<file path="config.mk">
export PLATFORM = sky130hd
export DESIGN_NAME = keypad_matrix_control
export DESIGN_NICKNAME = d
export VERILOG_FILES = /design/src/rtl/keypad_matrix_pkg.sv /design/src/rtl/keypad_matrix_control.sv
export SDC_FILE = /design/constraint.sdc
export NUM_CORES = 1
export LEC_CHECK = 0
export BUFFER_PORTS_ARGS = -buffer_cell sky130_fd_sc_hd__buf_2
export CORE_MARGIN = 3
export CORE_UTILIZATION = 48
export DETAILED_ROUTE_END_ITERATION = 6
export PLACE_DENSITY = 0.89
export SLEW_MARGIN = 40
export SYNTH_ARGS = -nofsm -noshare
export SYNTH_HDL_FRONTEND = slang
export SYNTH_SLANG_ARGS = --single-unit
</file>
<file path="constraint.sdc">
create_clock -name clk_sys -period 3 [get_ports clk_sys]
set_input_delay 0.3 -clock clk_sys [delete_from_list [all_inputs] [get_ports clk_sys]]
set_output_delay 0.3 -clock clk_sys [all_outputs]
set_load 0.05 [all_outputs]
</file>
<file path="src/rtl/keypad_matrix_pkg.sv">
// Package: register map, field layout, timing and bus carrier of the keypad matrix control
package keypad_matrix_pkg;

  // ----------------------------------------------------------------
  // Address window and register offsets
  // ----------------------------------------------------------------
  localparam logic [15:0] KPAD_BASE_HI      = 16'hd826;     // Address bits 31:16 that select the 64 KB window
  localparam logic [15:0] OFS_MATRIX_CTRL   = 16'h0000;

  // ----------------------------------------------------------------
  // Field positions of matrix_scan_control
  // ----------------------------------------------------------------
  localparam int          BIT_ENABLE        = 0;
  localparam int          BIT_SCAN_NOW      = 2;
  localparam int          BIT_SCAN_ACTIVITY = 3;
  localparam int          COL_CNT_LSB       = 8;
  localparam int          ROW_CNT_LSB       = 12;
  localparam int          MAN_COL_LSB       = 16;
  localparam logic [31:0] CTRL_WRITE_MASK   = 32'h00ff_771f; // Reserved 31:24, 15, 11 stay zero
  localparam logic [31:0] CTRL_RESET        = 32'h0000_0000;

  // ----------------------------------------------------------------
  // Scan timing
  // ----------------------------------------------------------------
  localparam int          CLK_PERIOD_NS     = 20;
  localparam int          COL_DWELL_NS      = 1000;        // Settle time per driven column
  localparam int          COL_DWELL_CYC_I   = (COL_DWELL_NS + CLK_PERIOD_NS - 1) / CLK_PERIOD_NS;
  localparam logic [7:0]  COL_DWELL_CYC     = 8'(COL_DWELL_CYC_I);

  // ----------------------------------------------------------------
  // Peripheral bus request carrier
  // ----------------------------------------------------------------
  typedef struct packed {
    logic        psel;
    logic        penable;
    logic        pwrite;
    logic [31:0] paddr;
    logic [31:0] pwdata;
  } bus_req_t;

  typedef enum logic [1:0] {
    SCAN_IDLE = 2'b01,
    SCAN_RUN  = 2'b10
  } scan_state_t;

endpackage

</file>
<file path="src/rtl/keypad_matrix_control.sv">
// Keypad matrix control register with column drive and automatic scan sequencer
`timescale 1ns/1ps
`default_nettype none

// Summary of operation
// RULE1: Flag keypad select for any access inside 64 KB window; decode offset within it.
// RULE2: Manual mode with enable set drives columns from manual field bits 23:16.
// RULE3: Auto mode with enable set hands counted columns to the scan sequencer.
// RULE4: Columns beyond the column count always follow the manual field bits.
// RULE5: Active rows equal row count field 14:12 plus one; field resets zero.
// RULE6: Active columns equal column count field 10:8 plus one; field resets zero.
// RULE7: Row count n samples only row inputs 0 through n.
// RULE8: Column count n scans only column outputs 0 through n.
// RULE9: Reserved bits 31:24, 15, 11 read zero and ignore writes.
// RULE10: Activity bit 3 starts a scan on row activity; cleared, no activity scan.
// RULE11: Bit 2 starts a scan, self clears, wins over bit 3, restarts scanning.
module keypad_matrix_control (
  input  wire logic                       clk_sys,
  input  wire logic                       reset,
  input  wire keypad_matrix_pkg::bus_req_t bus_req,
  input  wire logic [7:0]                 row_in,
  output logic                            kpad_psel,
  output logic                            pready,
  output logic [31:0]                     prdata,
  output logic [7:0]                      col_out,
  output logic                            scan_busy,
  output logic                            key_found
);

  // ----------------------------------------------------------------
  // Bus decode
  // ----------------------------------------------------------------
  logic        in_window;
  logic        hit_ctrl;
  logic        wr_ctrl;
  logic [31:0] ctrl;

  // Window match and register decode
  assign in_window = bus_req.psel && (bus_req.paddr[31:16] == keypad_matrix_pkg::KPAD_BASE_HI);
  assign hit_ctrl  = bus_req.paddr[15:2] == keypad_matrix_pkg::OFS_MATRIX_CTRL[15:2]; // [RULE1]
  assign wr_ctrl   = in_window && bus_req.penable && bus_req.pwrite && hit_ctrl;

  // Select, ready and read data registered in the setup phase
  always_ff @(posedge clk_sys or posedge reset) begin
    if (reset) begin
      kpad_psel <= 1'b0;
      pready    <= 1'b0;
      prdata    <= 32'h0000_0000;
    end else begin
      kpad_psel <= in_window;                                  // [RULE1]
      pready    <= in_window && !bus_req.penable;
      if (in_window && !bus_req.penable) begin
        prdata <= hit_ctrl ? (ctrl & keypad_matrix_pkg::CTRL_WRITE_MASK) : 32'h0000_0000; // [RULE9]
      end
    end
  end

  // ----------------------------------------------------------------
  // Control register
  // ----------------------------------------------------------------
  logic       en;
  logic       scan_now;
  logic       scan_act;
  logic       auto_mode;
  logic [2:0] col_cnt;
  logic [2:0] row_cnt;
  logic [7:0] man_col;
  logic       launch_now;
  logic       launch_act;
  keypad_matrix_pkg::scan_state_t state;

  assign en        = ctrl[keypad_matrix_pkg::BIT_ENABLE];
  assign scan_now  = ctrl[keypad_matrix_pkg::BIT_SCAN_NOW];
  assign scan_act  = ctrl[keypad_matrix_pkg::BIT_SCAN_ACTIVITY];
  // Immediate bit clears at launch, so a running scan keeps the counted columns
  assign auto_mode = scan_now || scan_act
                     || (state == keypad_matrix_pkg::SCAN_RUN); // [RULE3]
  assign col_cnt   = ctrl[keypad_matrix_pkg::COL_CNT_LSB +: 3]; // [RULE6]
  assign row_cnt   = ctrl[keypad_matrix_pkg::ROW_CNT_LSB +: 3]; // [RULE5]
  assign man_col   = ctrl[keypad_matrix_pkg::MAN_COL_LSB +: 8];

  // Software write wins over the self clear of the immediate bit
  always_ff @(posedge clk_sys or posedge reset) begin
    if (reset) begin
      ctrl <= keypad_matrix_pkg::CTRL_RESET;                   // [RULE5] [RULE6]
    end else if (wr_ctrl) begin
      ctrl <= bus_req.pwdata & keypad_matrix_pkg::CTRL_WRITE_MASK; // [RULE9]
    end else if (launch_now) begin
      ctrl[keypad_matrix_pkg::BIT_SCAN_NOW] <= 1'b0;          // [RULE11]
    end
  end

  // ----------------------------------------------------------------
  // Row masking and scan launch
  // ----------------------------------------------------------------
  logic [7:0] row_mask;
  logic [7:0] col_mask;
  logic       row_activity;

  // Thermometer masks: count n enables lines 0..n
  always_comb begin
    for (int i = 0; i < 8; i++) begin
      row_mask[i] = 3'(i) <= row_cnt;                          // [RULE7]
      col_mask[i] = 3'(i) <= col_cnt;                          // [RULE8]
    end
  end

  assign row_activity = |(row_in & row_mask);                  // [RULE7]
  assign launch_now   = en && scan_now;                        // [RULE11]
  assign launch_act   = en && scan_act && !scan_now && row_activity
                        && (state == keypad_matrix_pkg::SCAN_IDLE); // [RULE10]

  // ----------------------------------------------------------------
  // Scan sequencer
  // ----------------------------------------------------------------
  logic [2:0] col_idx;
  logic [7:0] dwell;
  logic       found_acc;
  logic       col_last;
  logic       dwell_end;

  assign col_last  = col_idx == col_cnt;                       // [RULE8]
  assign dwell_end = dwell == keypad_matrix_pkg::COL_DWELL_CYC - 8'h01;

  // State, column walk and dwell count; immediate launch restarts at column 0
  always_ff @(posedge clk_sys or posedge reset) begin
    if (reset) begin
      state   <= keypad_matrix_pkg::SCAN_IDLE;
      col_idx <= 3'h0;
      dwell   <= 8'h00;
    end else if (!en) begin
      state   <= keypad_matrix_pkg::SCAN_IDLE;
      col_idx <= 3'h0;
      dwell   <= 8'h00;
    end else if (launch_now || launch_act) begin
      state   <= keypad_matrix_pkg::SCAN_RUN;                  // [RULE10] [RULE11]
      col_idx <= 3'h0;
      dwell   <= 8'h00;
    end else begin
      unique case (state)
        keypad_matrix_pkg::SCAN_IDLE: begin
          dwell <= 8'h00;
        end
        keypad_matrix_pkg::SCAN_RUN: begin
          if (!dwell_end) begin
            dwell <= dwell + 8'h01;
          end else begin
            dwell <= 8'h00;
            if (col_last) begin
              state   <= keypad_matrix_pkg::SCAN_IDLE;
              col_idx <= 3'h0;
            end else begin
              col_idx <= col_idx + 3'h1;
            end
          end
        end
      endcase
    end
  end

  // Key result; a restart discards the partial result
  always_ff @(posedge clk_sys or posedge reset) begin
    if (reset) begin
      found_acc <= 1'b0;
      key_found <= 1'b0;
    end else if (launch_now || launch_act || !en) begin
      found_acc <= 1'b0;                                       // [RULE11]
    end else if (state == keypad_matrix_pkg::SCAN_RUN && dwell_end) begin
      if (col_last) begin
        key_found <= found_acc || row_activity;
        found_acc <= 1'b0;
      end else begin
        found_acc <= found_acc || row_activity;                // [RULE7]
      end
    end
  end

  // ----------------------------------------------------------------
  // Column drive
  // ----------------------------------------------------------------
  always_ff @(posedge clk_sys or posedge reset) begin
    if (reset) begin
      col_out   <= 8'h00;
      scan_busy <= 1'b0;
    end else begin
      scan_busy <= state == keypad_matrix_pkg::SCAN_RUN;
      for (int i = 0; i < 8; i++) begin
        if (en && auto_mode && col_mask[i]) begin
          col_out[i] <= (state == keypad_matrix_pkg::SCAN_RUN) && (col_idx == 3'(i)); // [RULE3]
        end else begin
          col_out[i] <= man_col[i];                            // [RULE2] [RULE4]
        end
      end
    end
  end

  // ----------------------------------------------------------------
  // Assertions
  // ----------------------------------------------------------------
  property p_sel_window;
    @(posedge clk_sys) disable iff (reset)
      in_window |=> kpad_psel;
  endproperty
  a_sel_window: assert property (p_sel_window) else $error("select missed window"); // [RULE1]

  property p_manual_drive;
    @(posedge clk_sys) disable iff (reset)
      (en && !auto_mode) |=> (col_out == $past(man_col));
  endproperty
  a_manual_drive: assert property (p_manual_drive) else $error("manual columns wrong"); // [RULE2]

  property p_auto_drive;
    @(posedge clk_sys) disable iff (reset)
      (en && auto_mode && state == keypad_matrix_pkg::SCAN_RUN)
        |=> ((col_out & $past(col_mask)) == (8'h01 << $past(col_idx)));
  endproperty
  a_auto_drive: assert property (p_auto_drive) else $error("scan column wrong"); // [RULE3]

  property p_gpo_drive;
    @(posedge clk_sys) disable iff (reset)
      1'b1 |=> ((col_out & ~$past(col_mask)) == ($past(man_col) & ~$past(col_mask)));
  endproperty
  a_gpo_drive: assert property (p_gpo_drive) else $error("unused column not manual"); // [RULE4]

  property p_reserved_zero;
    @(posedge clk_sys) disable iff (reset)
      (prdata & ~keypad_matrix_pkg::CTRL_WRITE_MASK) == 32'h0000_0000;
  endproperty
  a_reserved_zero: assert property (p_reserved_zero) else $error("reserved bits set"); // [RULE9]

  property p_no_activity_scan;
    @(posedge clk_sys) disable iff (reset)
      (state == keypad_matrix_pkg::SCAN_IDLE && !scan_now && !scan_act)
        |=> (state == keypad_matrix_pkg::SCAN_IDLE);
  endproperty
  a_no_activity_scan: assert property (p_no_activity_scan) else $error("scan without cause"); // [RULE10]

  property p_activity_scan;
    @(posedge clk_sys) disable iff (reset)
      (en && scan_act && row_activity && state == keypad_matrix_pkg::SCAN_IDLE)
        |=> (state == keypad_matrix_pkg::SCAN_RUN) ##1 scan_busy;
  endproperty
  a_activity_scan: assert property (p_activity_scan) else $error("activity scan not started"); // [RULE10]

  property p_now_clears;
    @(posedge clk_sys) disable iff (reset)
      (launch_now && !wr_ctrl) |=> (!scan_now && state == keypad_matrix_pkg::SCAN_RUN
                                    && col_idx == 3'h0 && dwell == 8'h00);
  endproperty
  a_now_clears: assert property (p_now_clears) else $error("immediate scan mishandled"); // [RULE11]

  property p_scan_length;
    @(posedge clk_sys) disable iff (reset)
      (state == keypad_matrix_pkg::SCAN_RUN) |-> ##[0:400] (state == keypad_matrix_pkg::SCAN_IDLE);
  endproperty
  a_scan_length: assert property (p_scan_length) else $error("scan overran"); // [RULE8]

  c_write_ctrl: cover property (@(posedge clk_sys) disable iff (reset) wr_ctrl);
  c_now_scan:   cover property (@(posedge clk_sys) disable iff (reset) launch_now);
  c_act_scan:   cover property (@(posedge clk_sys) disable iff (reset) launch_act);
  c_found:      cover property (@(posedge clk_sys) disable iff (reset) $rose(key_found));

endmodule

`default_nettype wire

</file>
[Word-level counts from Yosys, hierarchy flattened]
Index checks and enable logic that the tools add are counted.
Widths: inputs -> output; s select.
Word-level totals
  bits in registers: 77
  logic and storage cells: 119
  input bits: 77
  output and inout bits: 44
Cells by class
  reductions and logical operators: 44
  eq/ne operators: 15
  $lt $le $gt $ge: 16
  mux-type cells: 28
  add/sub/neg operators: 2
  bitwise gates (word level): 2
Operators with widths (count)
  $logic_and 1x1->1: 28
  $le 3x3->1 const A: 8
  $mux 24: 1
  $mux 8: 3
  $eq 16x16->1 const B: 1
  $pmux 8 s2: 1
  $mux 3: 5
  $logic_not 14->1: 1
  $mux 1: 13
  $eq 3x3->1 const B: 4
  $le 1x3->1 const A: 4
  $le 2x3->1 const A: 4
  $mux 2: 5
  $ne 3x1->1 const B: 3
  $add 8x1->8 const B: 1
  $and 8x8->8: 1
  $eq 8x6->1 const B: 1
  $reduce_or 8->1: 1
  $eq 3x2->1 const B: 2
  $reduce_and 3->1: 2
  $logic_or 1x1->1: 5
  $reduce_bool 2->1: 2
  $add 3x1->3 const B: 1
  $eq 3x1->1 const B: 1
  7 further kinds: 9

[Logic depth before layout (Yosys ltp)]
  word-level depth: 9
  mapped depth: 8
  gate-level depth less buffers: 7

[Worst setup path before layout]
No wires, ideal clock.
  path kind: input to register
  from: input port bus_req[56] in the netlist's numbering
  to: register ctrl[0]
  arrival time: 2.291 ns
  buffers on the path: 1
  required time: 2.875 ns
  cell stages on the path: 5
  library setup time: 0.125 ns
  slack: 0.584 ns
  cells stage by stage: or4b_4 -> or4b_4 -> nor4_4 -> buf_6 -> mux2_2
Between the ends
  longest elaborated chain between the ends: 5
Ends and longest elaborated chain
  start: declaration: RTL line keypad_matrix_control.sv:20  | input wire keypad_matrix_pkg::bus_req_t bus_req,
  $eq 16x16->1: RTL line keypad_matrix_control.sv:39  | assign in_window = bus_req.psel && (bus_req.paddr[31:16] == keypad_matrix_pkg::KPAD_BASE_HI);
  $logic_and 1x1->1: RTL line keypad_matrix_control.sv:39
  $logic_and 1x1->1 (3 in a row): RTL line keypad_matrix_control.sv:41  | assign wr_ctrl = in_window && bus_req.penable && bus_req.pwrite && hit_ctrl;
  end signal: assignment: RTL line keypad_matrix_control.sv:85  | ctrl <= keypad_matrix_pkg::CTRL_RESET;
  end signal: assignment: RTL line keypad_matrix_control.sv:87  | ctrl <= bus_req.pwdata & keypad_matrix_pkg::CTRL_WRITE_MASK;
  end: declaration: RTL line keypad_matrix_control.sv:36  | logic [31:0] ctrl;
No other way between the ends.
A chain may end at the register's enable or synchronous reset.

[Final worst setup path]
  from: register dwell[1]
  to: register state[1]
Between the ends
  longest elaborated chain between the ends: 3
Ends and longest elaborated chain
  start: declaration: RTL line keypad_matrix_control.sv:117  | logic [7:0] dwell;
  start signal: assignment: RTL line keypad_matrix_control.sv:146  | dwell <= dwell + 8'h01;
  $eq 8x6->1: RTL line keypad_matrix_control.sv:123  | assign dwell_end = dwell == keypad_matrix_pkg::COL_DWELL_CYC - 8'h01;
  $ne 3x1->1 (no line)
  $reduce_and 3->1 (no line)
  end signal: assignment: RTL line keypad_matrix_control.sv:128  | state <= keypad_matrix_pkg::SCAN_IDLE;
  end signal: assignment: RTL line keypad_matrix_control.sv:132  | state <= keypad_matrix_pkg::SCAN_IDLE;
  end signal: assignment: RTL line keypad_matrix_control.sv:136  | state <= keypad_matrix_pkg::SCAN_RUN;
  end: declaration: RTL line keypad_matrix_control.sv:70  | keypad_matrix_pkg::scan_state_t state;
No other way between the ends.

==> impl.org <==
** CTS
- In this run the clock root is driven by a sky130_fd_sc_hd__clkbuf_8.
- For this design, the CTS-stage hold fixing added 0 buffers.
- The longest clock path from root to sink contains 2 buffers.
- The clock drives 64 sinks.
- Clock latency on the worst-skew pair, taken at its later pin, is 0.35 ns.
- # Post-CTS Setup Buffers :: 0
- The H-tree was split into 3 levels.
- TritonCTS clock tree :: yes
- Clock-pin slew was measured on the worst setup and hold paths at 0.07 ns.
- The number of gates resized after CTS was 0.
- TritonCTS Buffers :: 9

** Final layout
- Sequential cell area :: 0.001603 mm²
- At the end of the flow, the number of nets in the layout was 480.
- Fill cells in the final layout number 511.
- 0 antenna diodes ended up in the layout.
- The multi-input combinational cells in the finished layout cover a total of 0.001270 mm².
- The top cell types in the final layout, fill and taps aside, are sky130_fd_sc_hd__buf_2, sky130_fd_sc_hd__dfrtp_1, sky130_fd_sc_hd__nand2_1.
- The area growth from synthesis to layout is 22.22%.
- The post-route netlist has 33.25% of its cells at a drive strength greater than 1.
- Commonest non-fill, non-tap cell in the layout :: sky130_fd_sc_hd__buf_2

** Worst setup path
- Cell with the biggest individual delay on the critical path :: sky130_fd_sc_hd__or4b_2
- The startpoint identified for the worst register-to-register timing path is dwell[1].
- Launching element of the worst setup path :: dwell[1]
- Capturing element type of the critical path :: flop
- STA classifies the critical path startpoint as a flop.
- Type of the worst setup path :: flop to flop
- The signal on the critical path passes through inv_1 > ha_1 > or4b_2 > or4_1 > nor2_1 > nor2b_1 > o31a_1.
- For the worst setup path, the data required time is 3.23 ns.
- For this run, the slowest stage of the critical path takes 0.60 ns.
- On the critical path the largest part of the delay comes from simple AND/OR/NAND/NOR gates.
- Along the worst path, the maximum fanout reaches 6.
- Data arrives at the worst endpoint at 2.71 ns.
- Together, buffers and inverters on the worst path number 1.

** Detailed routing
- Vias :: 2477
- The first TritonRoute pass finished after 4 iterations.
- In the final routed layout, each cell accounts on average for 14.46 µm.
- Wires add up to 6.870 mm.
- Number of remaining DRC errors :: 0
- Number of routed nets with antenna violations :: 0
- For this block, the initial DRC count from the detailed router was 90.
- After detailed routing, the number of vias per cell comes to 5.215.

** Global route
- Overflow left after global routing :: 0
- The number of global-route vias before repair came to 2455.
- Global routing consumed, over all layers together, 19.55% of the routing resources.
- The first global-routing pass estimated 11.11 mm of wire.
- Entering global routing, the biggest net connects 56 pins.
- Antenna violations before repair :: 0

** Pwr
- Total power after layout :: 1.777 mW
- Power density normalized to cell area :: 477.4 mW/mm²
- VDD sags by at most 0.3935 mV.
- The analysis attributes to cell leakage a power of 1.854 nW.

** Floorplan
- Die outline width :: 85.67 µm
- The die covers 0.007339 mm².
- Std-Cell Rows :: 28
- During I/O placement, the number of pins put on the boundary was 121.
- Core region area :: 0.006026 mm²
- The initial utilization of the core area, before any placement, comes to 50.56%.
- In this run the vertical extent of the chip is 85.67 µm.

** STA
- Upper clock frequency limit :: 0.4032 GHz
- Setup total negative slack on the finished layout was measured at 0 ns.
- Of the available clock period, the critical path in the final layout requires 82.66%.
- Setup violations, final :: 0
- Unrepaired setup endpoints after global routing :: no
- Headroom to the max-slew limit :: 56.14%
- Worst slack on hold paths :: 0.05141 ns
- At the pin with the least slew margin, the transition time is 0.6579 ns.
- Clk_skew :: 0.01045 ns
- Number of pins exceeding their max-slew limit in the final report :: 0
- Final count of hold timing violations :: 0
- Minimum clock period :: 2.480 ns

** Synthesis
- The share of the Yosys chip area taken by registers is 52.61%.
- The most used flip-flop cell after synthesis is sky130_fd_sc_hd__dfrtp_1.
- Number of synthesized register bits :: 64
- Post-synth EDFFs :: 0
- For this run, the number of Yosys warnings is 0.
- Number of unique standard cell types used by synthesis :: 38
- After technology mapping, the gate count stands at 300.
- Synthesized area per cell :: 10.16 µm²
- Area of the mapped netlist :: 0.003047 mm²
- After synthesis, the share of flip-flops with an asynchronous set or reset is 100.0%.

** Hold path
- HP Class :: primary input to async pin

** Status
- The run finished with clean final reports.

** Place
- Placer Congestion :: 0.8367
- Post-DP HPWL :: 5.253 mm
- Count of input and output buffers :: 92

** Run
- Max-cap violations :: 0
-- flip-flops by register name, indices dropped and copies added (netlist names) --
signal	cells
col_idx	3
pready	1
col_out	8
ctrl	19
prdata	19
dwell	8
state	2
key_found	1
found_acc	1
scan_busy	1
kpad_psel	1
-- cell type report --
class,count,area share [%]
clock inverters,4,1.882
clock buffers,12,3.898
repair buffers,96,13.17
flip-flops and latches,64,43.04
inverters,13,1.378
multi-input cells,211,34.11
well taps,75,2.520
-- stage by stage --
step,area (µm²),worst slack [ns],utilization [%],cells
global placement,3506,0.4619,58.18,459
CTS,3724,0.5252,61.79,475
finish,3724,0.5201,61.79,475
detailed placement,3508,0.4381,58.22,459
global route,3724,0.4283,61.79,475
floorplan,3092,0.5838,-,312
-- layer usage --
metal  vias up  track usage [%]  wire (µm)
met5         -                0          0
met4         0            6.763        151
met3        16            8.165        522
met2        84            32.56       3424
met1      1186            22.76       2772
li1       1191                -          -
-- cells by family (layout without fill, tap and decap cells) --
| logic type | count (synthesis) | after routing | synth area share (%) |
|---|---|---|---|
| and+or+nand+nor | 114 | 114 | 18.56 |
| DFF | 64 | 64 | 52.61 |
| AOI/OAI and AO/OA | 52 | 52 | 10.10 |
| buffers and inverters | 37 | 125 | 7.187 |
| muxes | 15 | 15 | 5.544 |
| xor gates and xnor gates | 9 | 9 | 2.587 |
| adders and majority gates | 8 | 8 | 3.286 |
| other | 1 | 13 | 0.1231 |
-- cell usage after synthesis (2+ instances only) --
library cell	count	share of area (%)
sky130_fd_sc_hd__o31ai_1	9	2.2
sky130_fd_sc_hd__nand2b_1	3	0.62
sky130_fd_sc_hd__nor2_1	20	2.5
sky130_fd_sc_hd__xnor2_1	5	1.4
sky130_fd_sc_hd__or4b_4	2	0.90
sky130_fd_sc_hd__a21oi_1	6	0.99
sky130_fd_sc_hd__mux2_2	15	5.5
sky130_fd_sc_hd__or3_1	3	0.62
sky130_fd_sc_hd__buf_4	13	3.2
sky130_fd_sc_hd__inv_1	13	1.6
sky130_fd_sc_hd__and4_1	2	0.58
sky130_fd_sc_hd__nor2b_1	4	0.82
sky130_fd_sc_hd__nor4_1	4	0.82
sky130_fd_sc_hd__o31a_1	2	0.58
sky130_fd_sc_hd__nand4_1	3	0.62
sky130_fd_sc_hd__o21ai_0	29	4.8
sky130_fd_sc_hd__nor3_1	2	0.33
sky130_fd_sc_hd__buf_6	4	1.5
sky130_fd_sc_hd__xor2_1	4	1.1
sky130_fd_sc_hd__dfrtp_1	63	52
sky130_fd_sc_hd__ha_1	8	3.3
sky130_fd_sc_hd__nand2_1	53	6.5
sky130_fd_sc_hd__clkbuf_1	6	0.74
sky130_fd_sc_hd__a22oi_1	3	0.74
sky130_fd_sc_hd__or4_1	2	0.49
sky130_fd_sc_hd__nand3_1	10	1.6
-- final timing paths --
path	cells after the start	endpoint	slack (ns)
worst min-delay path	2	col_out[3]	0.05
worst max register to register	7	state[1]	0.52
worst max-delay path	7	state[1]	0.52
max in group asynchronous	3	ctrl[12]	2.32
worst min register to register	2	prdata[9]	0.48
min in group clk_sys	2	pready	0.13
-- where the power goes --
group,internal (mW),switching [mW],total (mW)
Sequential,0.863,0.0000551,0.863
Clock,0.488,0.323,0.812
Combinational,0.0332,0.0695,0.103
Note: power is estimated with default switching activity, not from simulation.
